File: src/rtl/lrc_pkg.sv
/*
 * Shared types and constants for one logic cluster: ten cells with
 * their register controls, the cell chains and the row and column
 * segment selectors.
 * Assumes the user keeps every configuration port static while the
 * cluster runs.
 */
`default_nettype none
package lrc_pkg;

    // Cells in a cluster, numbered 0..9 in code
    localparam int NUM_CELLS = 10;
    localparam int IDX_W = 4;
    localparam int LUT_IN = 4;
    localparam int LUT_SIZE = 16;

    // Fixed reach of the segments, in blocks
    localparam int ROW_SPAN_CLUSTERS = 4;
    localparam int ROW_SPAN_MIXED_CLUSTERS = 2;
    localparam int ROW_SPAN_MIXED_MEMORIES = 1;
    localparam int COL_SPAN_ROWS = 4;

    // Control lines shared by the cluster
    localparam int NUM_CLEARS = 2;
    localparam int NUM_PRESETS = 1;

    // Register reset value
    localparam logic REG_RESET = 1'b0;
    localparam logic PRESET_LEVEL = 1'b1;

    // Which shared clear a cell listens to
    typedef enum logic [1:0] {
        CLR_NONE = 2'b00,
        CLR_A = 2'b01,
        CLR_B = 2'b10,
        CLR_BOTH = 2'b11
    } lrc_clr_sel_t;

    // Sources that may drive a row segment
    typedef enum logic [1:0] {
        ROW_OWN = 2'b00,
        ROW_NEIGHBOUR = 2'b01,
        ROW_EXTEND = 2'b10,
        ROW_FROM_COL = 2'b11
    } lrc_row_src_t;

    // Sources that may drive a column segment
    typedef enum logic [1:0] {
        COL_OWN = 2'b00,
        COL_NEIGHBOUR = 2'b01,
        COL_EXTEND = 2'b10,
        COL_FROM_ROW = 2'b11
    } lrc_col_src_t;

    // Per-cell configuration
    typedef struct packed {
        logic [LUT_SIZE-1:0] lut_mask;
        logic fast_from_chain;
        logic reg_from_chain;
        lrc_clr_sel_t clr_sel;
        logic preset_use;
        logic aload_data;
    } lrc_cell_cfg_t;

    // Cluster-wide register controls
    typedef struct packed {
        logic [NUM_CLEARS-1:0] aclr;
        logic apre;
        logic sclr;
        logic sload;
        logic ena;
    } lrc_ctrl_t;

    // Routing configuration of the cluster
    typedef struct packed {
        lrc_row_src_t row_right_src;
        lrc_row_src_t row_left_src;
        lrc_col_src_t col_src;
        logic col_down;
        logic [IDX_W-1:0] row_cell;
        logic [IDX_W-1:0] col_cell;
        logic [IDX_W-1:0] link_left_cell;
        logic [IDX_W-1:0] link_right_cell;
        logic link_from_right;
        logic clkgen_sel;
    } lrc_route_cfg_t;

endpackage : lrc_pkg
`default_nettype wire

File: src/rtl/lrc_cluster.sv
/*
 * One logic cluster: ten cells with register clear, preset and load,
 * the combinational and register chains, direct links and the row and
 * column segment drivers.
 * Assumes one clock, synchronous reset rstn, and that configuration
 * ports stay constant in operation. Neighbours are plain wires.
 */
`timescale 1ns/10ps
`default_nettype none

module lrc_cluster #(
    parameter bit DEV_RESET_EN = 1'b1 // Static option for the pin
) (
    input wire logic clk, // 125 MHz clock
    input wire logic rstn, // Synchronous reset, active low
    input wire logic device_wide_reset_n, // Chip-wide reset pin
    input wire lrc_pkg::lrc_ctrl_t ctrl, // Shared register controls
    input wire lrc_pkg::lrc_cell_cfg_t [9:0] cell_cfg, // Per-cell setup
    input wire lrc_pkg::lrc_route_cfg_t route_cfg, // Routing setup
    input wire logic [9:0][3:0] cell_data, // Four data inputs per cell
    input wire logic lut_chain_in, // Chain from cell above cluster
    input wire logic reg_chain_in, // Register chain into cell one
    input wire logic direct_from_left, // Direct link from left block
    input wire logic direct_from_right, // Direct link from right block
    input wire logic clkgen_in, // Clock generator, left side
    input wire logic row_right_nbr, // Right neighbour onto rightward
    input wire logic row_left_nbr, // Left neighbour onto leftward
    input wire logic row_right_in, // Arriving rightward segment
    input wire logic row_left_in, // Arriving leftward segment
    input wire logic col_nbr, // Neighbour onto column segment
    input wire logic col_in, // Arriving column segment
    output logic [9:0] comb_out, // Combinational cell outputs
    output logic [9:0] reg_out, // Register cell outputs
    output logic lut_chain_out, // Chain to cluster below
    output logic reg_chain_out, // Register chain to next cluster
    output logic direct_left_out, // Into left neighbour local
    output logic direct_right_out, // Into right neighbour local
    output logic row_right_out, // Rightward row segment
    output logic row_left_out, // Leftward row segment
    output logic col_up_out, // Upward column segment
    output logic col_down_out // Downward column segment
);

    // Pick one cell's bit; an index past the last cell gives zero, so a
    // selector left at a spare code reads a quiet low instead of an X
    function automatic logic pick_cell(input logic [9:0] vec,
                                       input logic [3:0] idx);
        logic res;
        res = 1'b0;
        if (idx < 4'(lrc_pkg::NUM_CELLS)) begin
            res = vec[idx];
        end
        return res;
    endfunction : pick_cell

    logic [9:0] cell_reg;
    logic [9:0] next_cell;
    logic [9:0] fast_in;
    logic [9:0] reg_d;
    logic [9:0] clr_hit;
    logic [9:0] pre_hit;
    logic [9:0] aload_val;
    wire logic dev_rst;
    wire logic link_left_src;
    wire logic local_link;

    // Pin only acts when the build option enables it
    // A parameter, not a port: the choice cannot change at run time
    assign dev_rst = DEV_RESET_EN & ~device_wide_reset_n;

    // Only the left side reaches the clock generator
    assign link_left_src = route_cfg.clkgen_sel ? clkgen_in
                                                : direct_from_left;
    assign local_link = route_cfg.link_from_right ? direct_from_right
                                                  : link_left_src;

    // Cell datapath, one slice per cell; cell 0 is cell one
    genvar i;
    generate
        for (i = 0; i < lrc_pkg::NUM_CELLS; i++) begin : g_cell
            wire logic [3:0] lut_idx;
            wire logic chain_src;
            wire logic regc_src;

            // Top of chain: cluster chain input or a direct link
            if (i == 0) begin : g_top
                assign chain_src = lut_chain_in | local_link;
                assign regc_src = reg_chain_in;
            end else begin : g_mid
                assign chain_src = comb_out[i-1];
                assign regc_src = reg_out[i-1];
            end
            assign fast_in[i] = chain_src;

            // Fast input replaces the fourth data input at the table
            assign lut_idx = {cell_cfg[i].fast_from_chain ? fast_in[i]
                                                          : cell_data[i][3],
                              cell_data[i][2:0]};
            assign comb_out[i] = cell_cfg[i].lut_mask[lut_idx];
            assign reg_d[i] = cell_cfg[i].reg_from_chain ? regc_src
                                                         : comb_out[i];

            // Two shared clears, one shared preset/load line
            assign clr_hit[i] =
                (cell_cfg[i].clr_sel[0] & ctrl.aclr[0]) |
                (cell_cfg[i].clr_sel[1] & ctrl.aclr[1]);
            assign pre_hit[i] = cell_cfg[i].preset_use & ctrl.apre;
            // Preset is a load of a constant one, no inverters
            assign aload_val[i] = cell_cfg[i].aload_data ? cell_data[i][3]
                : lrc_pkg::PRESET_LEVEL;

            // Asynchronous controls act on the output at once; order
            // is chip reset, then clear, then preset or load
            assign reg_out[i] = (dev_rst | clr_hit[i]) ? lrc_pkg::REG_RESET
                : pre_hit[i] ? aload_val[i]
                : cell_reg[i];

            // Next state; asynchronous terms also pin the stored bit so
            // the output does not jump back when they release
            // ena gates only the synchronous terms; sclr wins over sload
            assign next_cell[i] =
                dev_rst ? lrc_pkg::REG_RESET
                : clr_hit[i] ? lrc_pkg::REG_RESET
                : pre_hit[i] ? aload_val[i]
                : ~ctrl.ena ? cell_reg[i]
                : ctrl.sclr ? lrc_pkg::REG_RESET
                : ctrl.sload ? cell_data[i][3]
                : reg_d[i];
        end
    endgenerate

    // Cell storage; rstn is synchronous and only clears the stored bits.
    // The pin and the shared clears reach reg_out through the override
    // above, which trades a mux per cell for flops with plain data input
    always_ff @(posedge clk) begin
        if (!rstn) begin
            cell_reg <= {lrc_pkg::NUM_CELLS{lrc_pkg::REG_RESET}};
        end else begin
            cell_reg <= next_cell;
        end
    end

    // Chains leave from the last cell
    // so a longer chain carries on in the cluster below
    assign lut_chain_out = comb_out[lrc_pkg::NUM_CELLS-1];
    assign reg_chain_out = reg_out[lrc_pkg::NUM_CELLS-1];

    // Direct links into neighbour local routing
    assign direct_left_out = pick_cell(comb_out,
                                       route_cfg.link_left_cell);
    assign direct_right_out = pick_cell(comb_out,
                                        route_cfg.link_right_cell);

    // Cells picked to feed the row and column segments
    wire logic row_own;
    wire logic col_own;
    logic col_val;
    logic row_r;
    logic row_l;
    assign row_own = pick_cell(comb_out, route_cfg.row_cell);
    assign col_own = pick_cell(comb_out, route_cfg.col_cell);

    // Row drivers: each spans ROW_SPAN_CLUSTERS in one direction;
    // rightward takes owner, right neighbour, arriving rightward segment or
    // column; leftward takes owner, left neighbour, arriving leftward or column
    // The default arms only keep the muxes free of latches
    always_comb begin
        case (route_cfg.row_right_src)
            lrc_pkg::ROW_OWN: row_r = row_own;
            lrc_pkg::ROW_NEIGHBOUR: row_r = row_right_nbr;
            lrc_pkg::ROW_EXTEND: row_r = row_right_in;
            lrc_pkg::ROW_FROM_COL: row_r = col_in;
            default: row_r = 1'b0;
        endcase
        case (route_cfg.row_left_src)
            lrc_pkg::ROW_OWN: row_l = row_own;
            lrc_pkg::ROW_NEIGHBOUR: row_l = row_left_nbr;
            lrc_pkg::ROW_EXTEND: row_l = row_left_in;
            lrc_pkg::ROW_FROM_COL: row_l = col_in;
            default: row_l = 1'b0;
        endcase
    end
    assign row_right_out = row_r;
    assign row_left_out = row_l;

    // Column driver: one direction across COL_SPAN_ROWS rows
    // col_down picks which of the two segments carries the value
    always_comb begin
        case (route_cfg.col_src)
            lrc_pkg::COL_OWN: col_val = col_own;
            lrc_pkg::COL_NEIGHBOUR: col_val = col_nbr;
            lrc_pkg::COL_EXTEND: col_val = col_in;
            lrc_pkg::COL_FROM_ROW: col_val = row_right_in;
            default: col_val = 1'b0;
        endcase
    end
    // Idle direction is held low so it never fights another driver
    assign col_up_out = route_cfg.col_down ? 1'b0 : col_val;
    assign col_down_out = route_cfg.col_down ? col_val : 1'b0;

endmodule : lrc_cluster

`default_nettype wire

File: config.mk
export PLATFORM = sky130hd
export DESIGN_NAME = lrc_cluster
export DESIGN_NICKNAME = d
export VERILOG_FILES = /design/src/rtl/lrc_pkg.sv /design/src/rtl/lrc_cluster.sv
export SDC_FILE = /design/constraint.sdc
export NUM_CORES = 1
export LEC_CHECK = 0
export BUFFER_PORTS_ARGS = -buffer_cell sky130_fd_sc_hd__buf_2
export CAP_MARGIN = 20
export CORE_AREA = 2 2 129 131
export DETAILED_ROUTE_END_ITERATION = 8
export DIE_AREA = 0 0 131 133
export PLACE_DENSITY = 0.57
export SYNTH_ARGS = -nofsm -noshare
export SYNTH_HDL_FRONTEND = slang
export SYNTH_SLANG_ARGS = --single-unit
File: constraint.sdc
create_clock -name clk -period 10.68 [get_ports clk]
set_input_delay 0.534 -clock clk [delete_from_list [all_inputs] [get_ports clk]]
set_output_delay 0.534 -clock clk [all_outputs]
set_load 0.05 [all_outputs]
==> run summary, run 1 <==
clock tree buffer depth -> 2
max-slew violation count -> 0
Post-CTS Resized -> 0
post-synth top area share -> 29.54%
Synth cell types -> 54
Max-cap violations -> 0
First DRT Iteration DRCs -> 172
fill count -> 1754
critical path arrival -> 6250 ps
largest net degree at the start of global routing -> 28
RSZ-0062 raised after global routing -> no
share of total power in combinational logic -> 72.8%
routed wire length -> 15350 µm
clock power share -> 17.4%
htree depth -> 1
Via Count -> 4190
WP buf/inv -> 2
later-pin clock latency in the skew report -> 240 ps
fraction of registers with async set/reset -> 0%
hold slack -> 497.7 ps
post-route setup slack -> 3895 ps
Psw -> 182.7 µW
average vias per placed instance -> 4.883
register area share after synthesis -> 6.107%
dominant cell type by area after synthesis -> mux4_2
Post-Layout Cell Count -> 858
worst hold-check path type -> reg -> reg
Synth Flop Type -> dfxtp_1
Die H -> 133 µm
max FFs per register -> 10
GP Congestion -> 0.8195
Rel. slew slack -> 28.87%
initial core utilization -> 20.27%
# nets final -> 945
Required @ worst endpoint -> 10150 ps
die footprint -> 17420 µm²
synthesized flop and latch total -> 10
Ports -> 333
syn_nets -> 637
Core Region -> 16170 µm²
gr ovfl total -> 0
slew of the pin with the lowest slew margin -> 1063 ps
FP Rows -> 47
First-pass DRT Iterations -> 5
commonest non-fill, non-tap cells in the layout -> 332 x buf_2, 43 x mux4_2, 40 x mux2i_1
post-CTS setup buffer count -> 0
CP top delay family -> multiplexers
Residual DRC -> 0
Gate Count Post-Synth -> 332
EDFF count, synth -> 0
max incr delay on CP -> 660 ps
Setup TNS -> 0 ps
Crit Path Class -> in -> out
share of post-route cells with drive strength above 1 -> 62.23%
vias in the first global route -> 4344
total power -> 400.6 µW
mean post-synth cell area -> 9.874 µm²
Switching Share -> 45.60%
CP Capture Type -> output pin
Synth area leaders -> mux4_2 30%, mux2i_1 12%, mux4_1 8.8%
CTS root buffer -> clkbuf_16
CP cell instances -> buf_2 > mux4_1 > mux2_2 > o211a_1 > o21a_1 > or3_4 > o221ai_2 > mux2i_2 > mux2_4 > mux2i_4 > mux2i_1 > or4_1 > o221ai_2 > mux4_2 > a41o_1 > mux4_1 > buf_2
CTS buffer count -> 3
most common cell after layout, fill and taps aside -> buf_2
Die Width -> 131 µm
antenna fix cells -> 0
antenna violations before repair -> 0
placed cells -> 855
Tot GR Track Use -> 16.51%
power density over the cells -> 78.34 nW/µm²
Fin. Hold Viols -> 0
skew final -> 2.517 ps
Final period util -> 63.53%
crit start category -> primary input
Setup WS pre-CTS -> 3876 ps
I/O Buffers -> 332
clk slew on worst S/H paths -> 50 ps
sequential power share -> 9.8%
CTS tree -> yes
maximum clock frequency -> 147.4 MHz
first-pass GRT wire length -> 22070 µm
Final ANT Viol Nets -> 0
Avg WL per Cell -> 17.89 µm
Syn. warnings -> 0
hold buffer count at CTS -> 0
setup violators final -> 0
post-DP HPWL -> 13740 µm
synthesized cell area -> 3278 µm²
worst-path fanout max -> 8
Final Critical Period -> 6785 ps
Layout Area Growth over Synthesis -> 55.99%
status -> completed
Worst IR Drop VDD -> 29.92 µV
Lkg Pwr -> 0.002518 µW
clock sink count -> 10
Internal -> 217.9 µW
critical path's slowest cell -> mux4_2
-- kinds of logic (layout without fill, tap and decap cells) --
group / after synthesis / in the layout / share of synthesized area [%]
AOI/OAI and AO/OA: 71 / 71 / 15.96
DFF: 10 / 10 / 6.107
and+or+nand+nor: 107 / 107 / 17.21
muxes: 101 / 101 / 53.51
buffers and inverters: 43 / 349 / 7.214
-- power by group through the flow --
| stage | Clock [µW] | Sequential (µW) | Combinational [µW] |
|---|---|---|---|
| after floorplan | 0 | 39.7 | 191 |
| after global placement | 0 | 39.8 | 293 |
| after detailed placement | 0 | 39.8 | 296 |
| after CTS | 72.4 | 39.0 | 296 |
| after global routing | 73.3 | 39.2 | 315 |
| final | 69.8 | 39.1 | 292 |
-- metrics by stage --
| stage | util, % | instance area [µm²] |
|---|---|---|
| floorplan | - | 3278 |
| global placement | 31.16 | 5039 |
| detailed placement | 31.16 | 5039 |
| CTS | 31.62 | 5114 |
| global route | 31.62 | 5114 |
| finish | 31.62 | 5114 |
-- synthesized netlist by cell type (all sizes together), types with 3 or more instances --
cell and count:
o31ai 3, nand4b 6, nand3 6, a21oi 17, mux4 54, inv 11, o21ai 12, nor4 5
dfxtp 10, nor2 24, nand2b 6, nor3 11, nor4b 3, clkbuf 11, a22oi 11, a222oi 8
mux2 5, nand2 27, buf 20, nor2b 7, mux2i 42
-- area by class of cell --
cell class                 instances  area (µm²)  area share [%]
tap                              220       275.3           5.383
sequential                        10       200.2           3.915
clock buffer                       3       75.07           1.468
timing repair buffer             334        1677           32.79
multi-input combinational        279        2841           55.57
inverter                          12       45.04          0.8808
-- metal layers --
metal | track usage (%) | vias up | wire length [µm]
li1 | - | 1991 | -
met1 | 17.95 | 1980 | 5741
met2 | 32.90 | 211 | 8268
met3 | 2.426 | 8 | 1175
met4 | 3.310 | 0 | 162
met5 | 0 | - | 0
-- worst register-to-register path, delay by kind of cell (launching register included) --
family           cells  cell delay (ps)
AND/OR/NAND/NOR      2              480
multiplexers         1              110
flip-flops           1              340
AO/OA/AOI/OAI        3              330
-- path summary, 6_finish.rpt --
kind | start | to | slack [ps] | depth (start not counted)
setup / recovery | cell_data[1] | row_left_out | 3900 | 17
hold reg to reg | cell_reg[8] | cell_reg[8] | 500 | 2
hold / removal | cell_reg[8] | cell_reg[8] | 500 | 2
setup reg to reg | cell_reg[2] | cell_reg[3] | 9340 | 6
(Power assumes the default switching activity.)
==> run 2: changes to the inputs <==
--- a/config.mk
+++ b/config.mk
@@ -7,9 +7,9 @@
 export LEC_CHECK = 0
 export BUFFER_PORTS_ARGS = -buffer_cell sky130_fd_sc_hd__buf_2
 export CAP_MARGIN = 20
-export CORE_AREA = 2 2 129 131
+export CORE_AREA = 2 2 130 132
 export DETAILED_ROUTE_END_ITERATION = 8
-export DIE_AREA = 0 0 131 133
+export DIE_AREA = 0 0 132 134
 export PLACE_DENSITY = 0.57
 export SYNTH_ARGS = -nofsm -noshare
 export SYNTH_HDL_FRONTEND = slang
==> constraint.sdc (replaced) <==
create_clock -name clk -period 7.1 [get_ports clk]
set_input_delay 0.355 -clock clk [delete_from_list [all_inputs] [get_ports clk]]
set_output_delay 0.355 -clock clk [all_outputs]
set_load 0.05 [all_outputs]
==> run 2 against run 1 <==
Net effect: global-route usage is 0.64 points higher; clock power grew 52%; setup slack got worse by 3000 ps; die area increased by 1.5%; final area about the same; critical path depth stayed put; flip-flop and latch count stayed put; combinational power increased by 51%; cell count grew 0.12%.
==> run summary, run 2 (synthesized netlist as in run 1, its figures left out) <==
CTS root buffer -> clkbuf_16
vias in the first global route -> 4358 (+0.32%)
power density over the cells -> 118.5 nW/µm² (+51%)
# nets final -> 945 (unchanged)
critical path's slowest cell -> mux4_2
FP Rows -> 47 (unchanged)
fin util -> 31.41% (-0.21 points)
Rel. slew slack -> 30.36% (+1.5 points)
first-pass GRT wire length -> 23520 µm (+6.6%)
CTS buffer count -> 3 (unchanged)
RSZ-0062 raised after global routing -> no
Worst IR Drop VDD -> 49.39 µV (+65%)
max-slew violation count -> 0 (unchanged)
Post-Layout Cell Count -> 859 (+0.12%)
largest net degree at the start of global routing -> 28 (unchanged)
commonest non-fill, non-tap cells in the layout -> 332 x buf_2, 43 x mux4_2, 40 x mux2i_1
Final Critical Period -> 6204 ps
First DRT Iteration DRCs -> 168 (-2.3%)
Tot GR Track Use -> 17.14% (+0.64 points)
CP top delay family -> multiplexers
die footprint -> 17690 µm² (+1.5%)
CP Capture Type -> output pin
GP Congestion -> 0.7861 (-4.1%)
Setup TNS -> 0 ps (unchanged)
Die H -> 134 µm (+0.75%)
crit start category -> primary input
worst hold-check path type -> in -> reg
clk slew on worst S/H paths -> 50 ps (about the same)
Final ANT Viol Nets -> 0 (unchanged)
clock tree buffer depth -> 2 (unchanged)
max FFs per register -> 10 (unchanged)
slew of the pin with the lowest slew margin -> 1041 ps (-22.21 ps)
setup violators final -> 0 (unchanged)
post-DP HPWL -> 14000 µm (+1.9%)
skew final -> 0.4232 ps (-2.094 ps)
Max-cap violations -> 0 (unchanged)
Final period util -> 87.38%
most common cell after layout, fill and taps aside -> buf_2
hold buffer count at CTS -> 0 (unchanged)
maximum clock frequency -> 161.2 MHz
Crit Path Class -> in -> out
placed cells -> 855 (unchanged)
htree depth -> 1 (unchanged)
post-CTS setup buffer count -> 0 (unchanged)
antenna violations before repair -> 1 (+1)
total power -> 606.3 µW (+51%)
Via Count -> 4202 (+0.29%)
Core Region -> 16290 µm² (+0.73%)
share of post-route cells with drive strength above 1 -> 62.23% (unchanged)
status -> completed
Post-CTS Resized -> 0 (unchanged)
critical path arrival -> 5850 ps (-400 ps)
Die Width -> 132 µm (+0.76%)
Layout Area Growth over Synthesis -> 56.07% (about the same)
routed wire length -> 16030 µm (+4.5%)
worst reg2reg setup slack -> 5640 ps (-3700 ps)
First-pass DRT Iterations -> 8 (+3)
Residual DRC -> 0 (unchanged)
initial core utilization -> 20.12% (-0.15 points)
later-pin clock latency in the skew report -> 240 ps (about the same)
I/O Buffers -> 332 (unchanged)
CTS tree -> yes
clock sink count -> 10 (unchanged)
Lkg Pwr -> 0.002517 µW (about the same)
worst-path fanout max -> 7 (-1)
max incr delay on CP -> 660 ps (about the same)
WP buf/inv -> 2 (unchanged)
Avg WL per Cell -> 18.67 µm (+4.4%)
average vias per placed instance -> 4.892 (+0.17%)
hold slack -> 418.3 ps (-79.33 ps)
Required @ worst endpoint -> 6740 ps (-3410 ps)
Fin. Hold Viols -> 0 (unchanged)
CP cell instances -> buf_2 > mux4_1 > mux2_2 > o211a_1 > o21a_1 > or3_4 > o221ai_2 > mux2i_2 > mux2_4 > mux2i_4 > mux2i_1 > or4_1 > o221ai_2 > mux4_2 > a41o_1 > mux4_1 > buf_2
gr ovfl total -> 0 (unchanged)
Ports -> 333 (unchanged)
==> run 2: path summary, 6_finish.rpt <==
check | from | endpoint | cells past startpoint
max | cell_data[1] | row_left_out | 17
min | cell_cfg[201] | cell_reg[9] | 4
max reg2reg | cell_reg[7] | cell_reg[8] | 6
min reg2reg | cell_reg[8] | cell_reg[8] | 2
==> run 2: per-stage QoR <==
stage | setup WS [ps] | instance area, µm²
6_report | 896.3 | 5116
3_5_place_dp | 897.9 | 5039
2_1_floorplan | 1155 | 3278
4_1_cts | 878.5 | 5114
5_1_grt | 641.7 | 5114
3_3_place_gp | 949.2 | 5039
==> run 2: worst reg2reg max path, cell delays in order (launching register included) <==
cell and delay (ps):
dfxtp_1 320, a21oi_1 40, nor2_1 290, nand2_1 90, o31ai_1 130, o211ai_1 160, a311oi_1 330
==> run 2: layout make-up <==
cell class	instances	area (µm²)
multi-input combinational	279	2841
sequential	10	200.2
antenna	1	2.502
tap	220	275.3
clock buffer	3	75.07
inverter	12	45.04
fill	1767	11170
timing repair buffer	334	1677
==> run 2: layer usage <==
| layer | part of all wire (%) | GRT usage, % | wire (µm) |
|---|---|---|---|
| met1 | 38 | 19.05 | 6020 |
| met2 | 55 | 34.75 | 8744 |
| met3 | 7.6 | 2.948 | 1214 |
| met4 | 0.33 | 1.872 | 53 |
| met5 | 0 | 0 | 0 |
==> run 2: report_power, final <==
part | leakage [µW] | switching, µW | total (µW) | internal (µW)
logic | 0.00240 | 245 | 442 | 196
registers | 0.0000811 | 0.759 | 58.7 | 57.9
clock network | 0.0000370 | 32.3 | 106 | 73.7
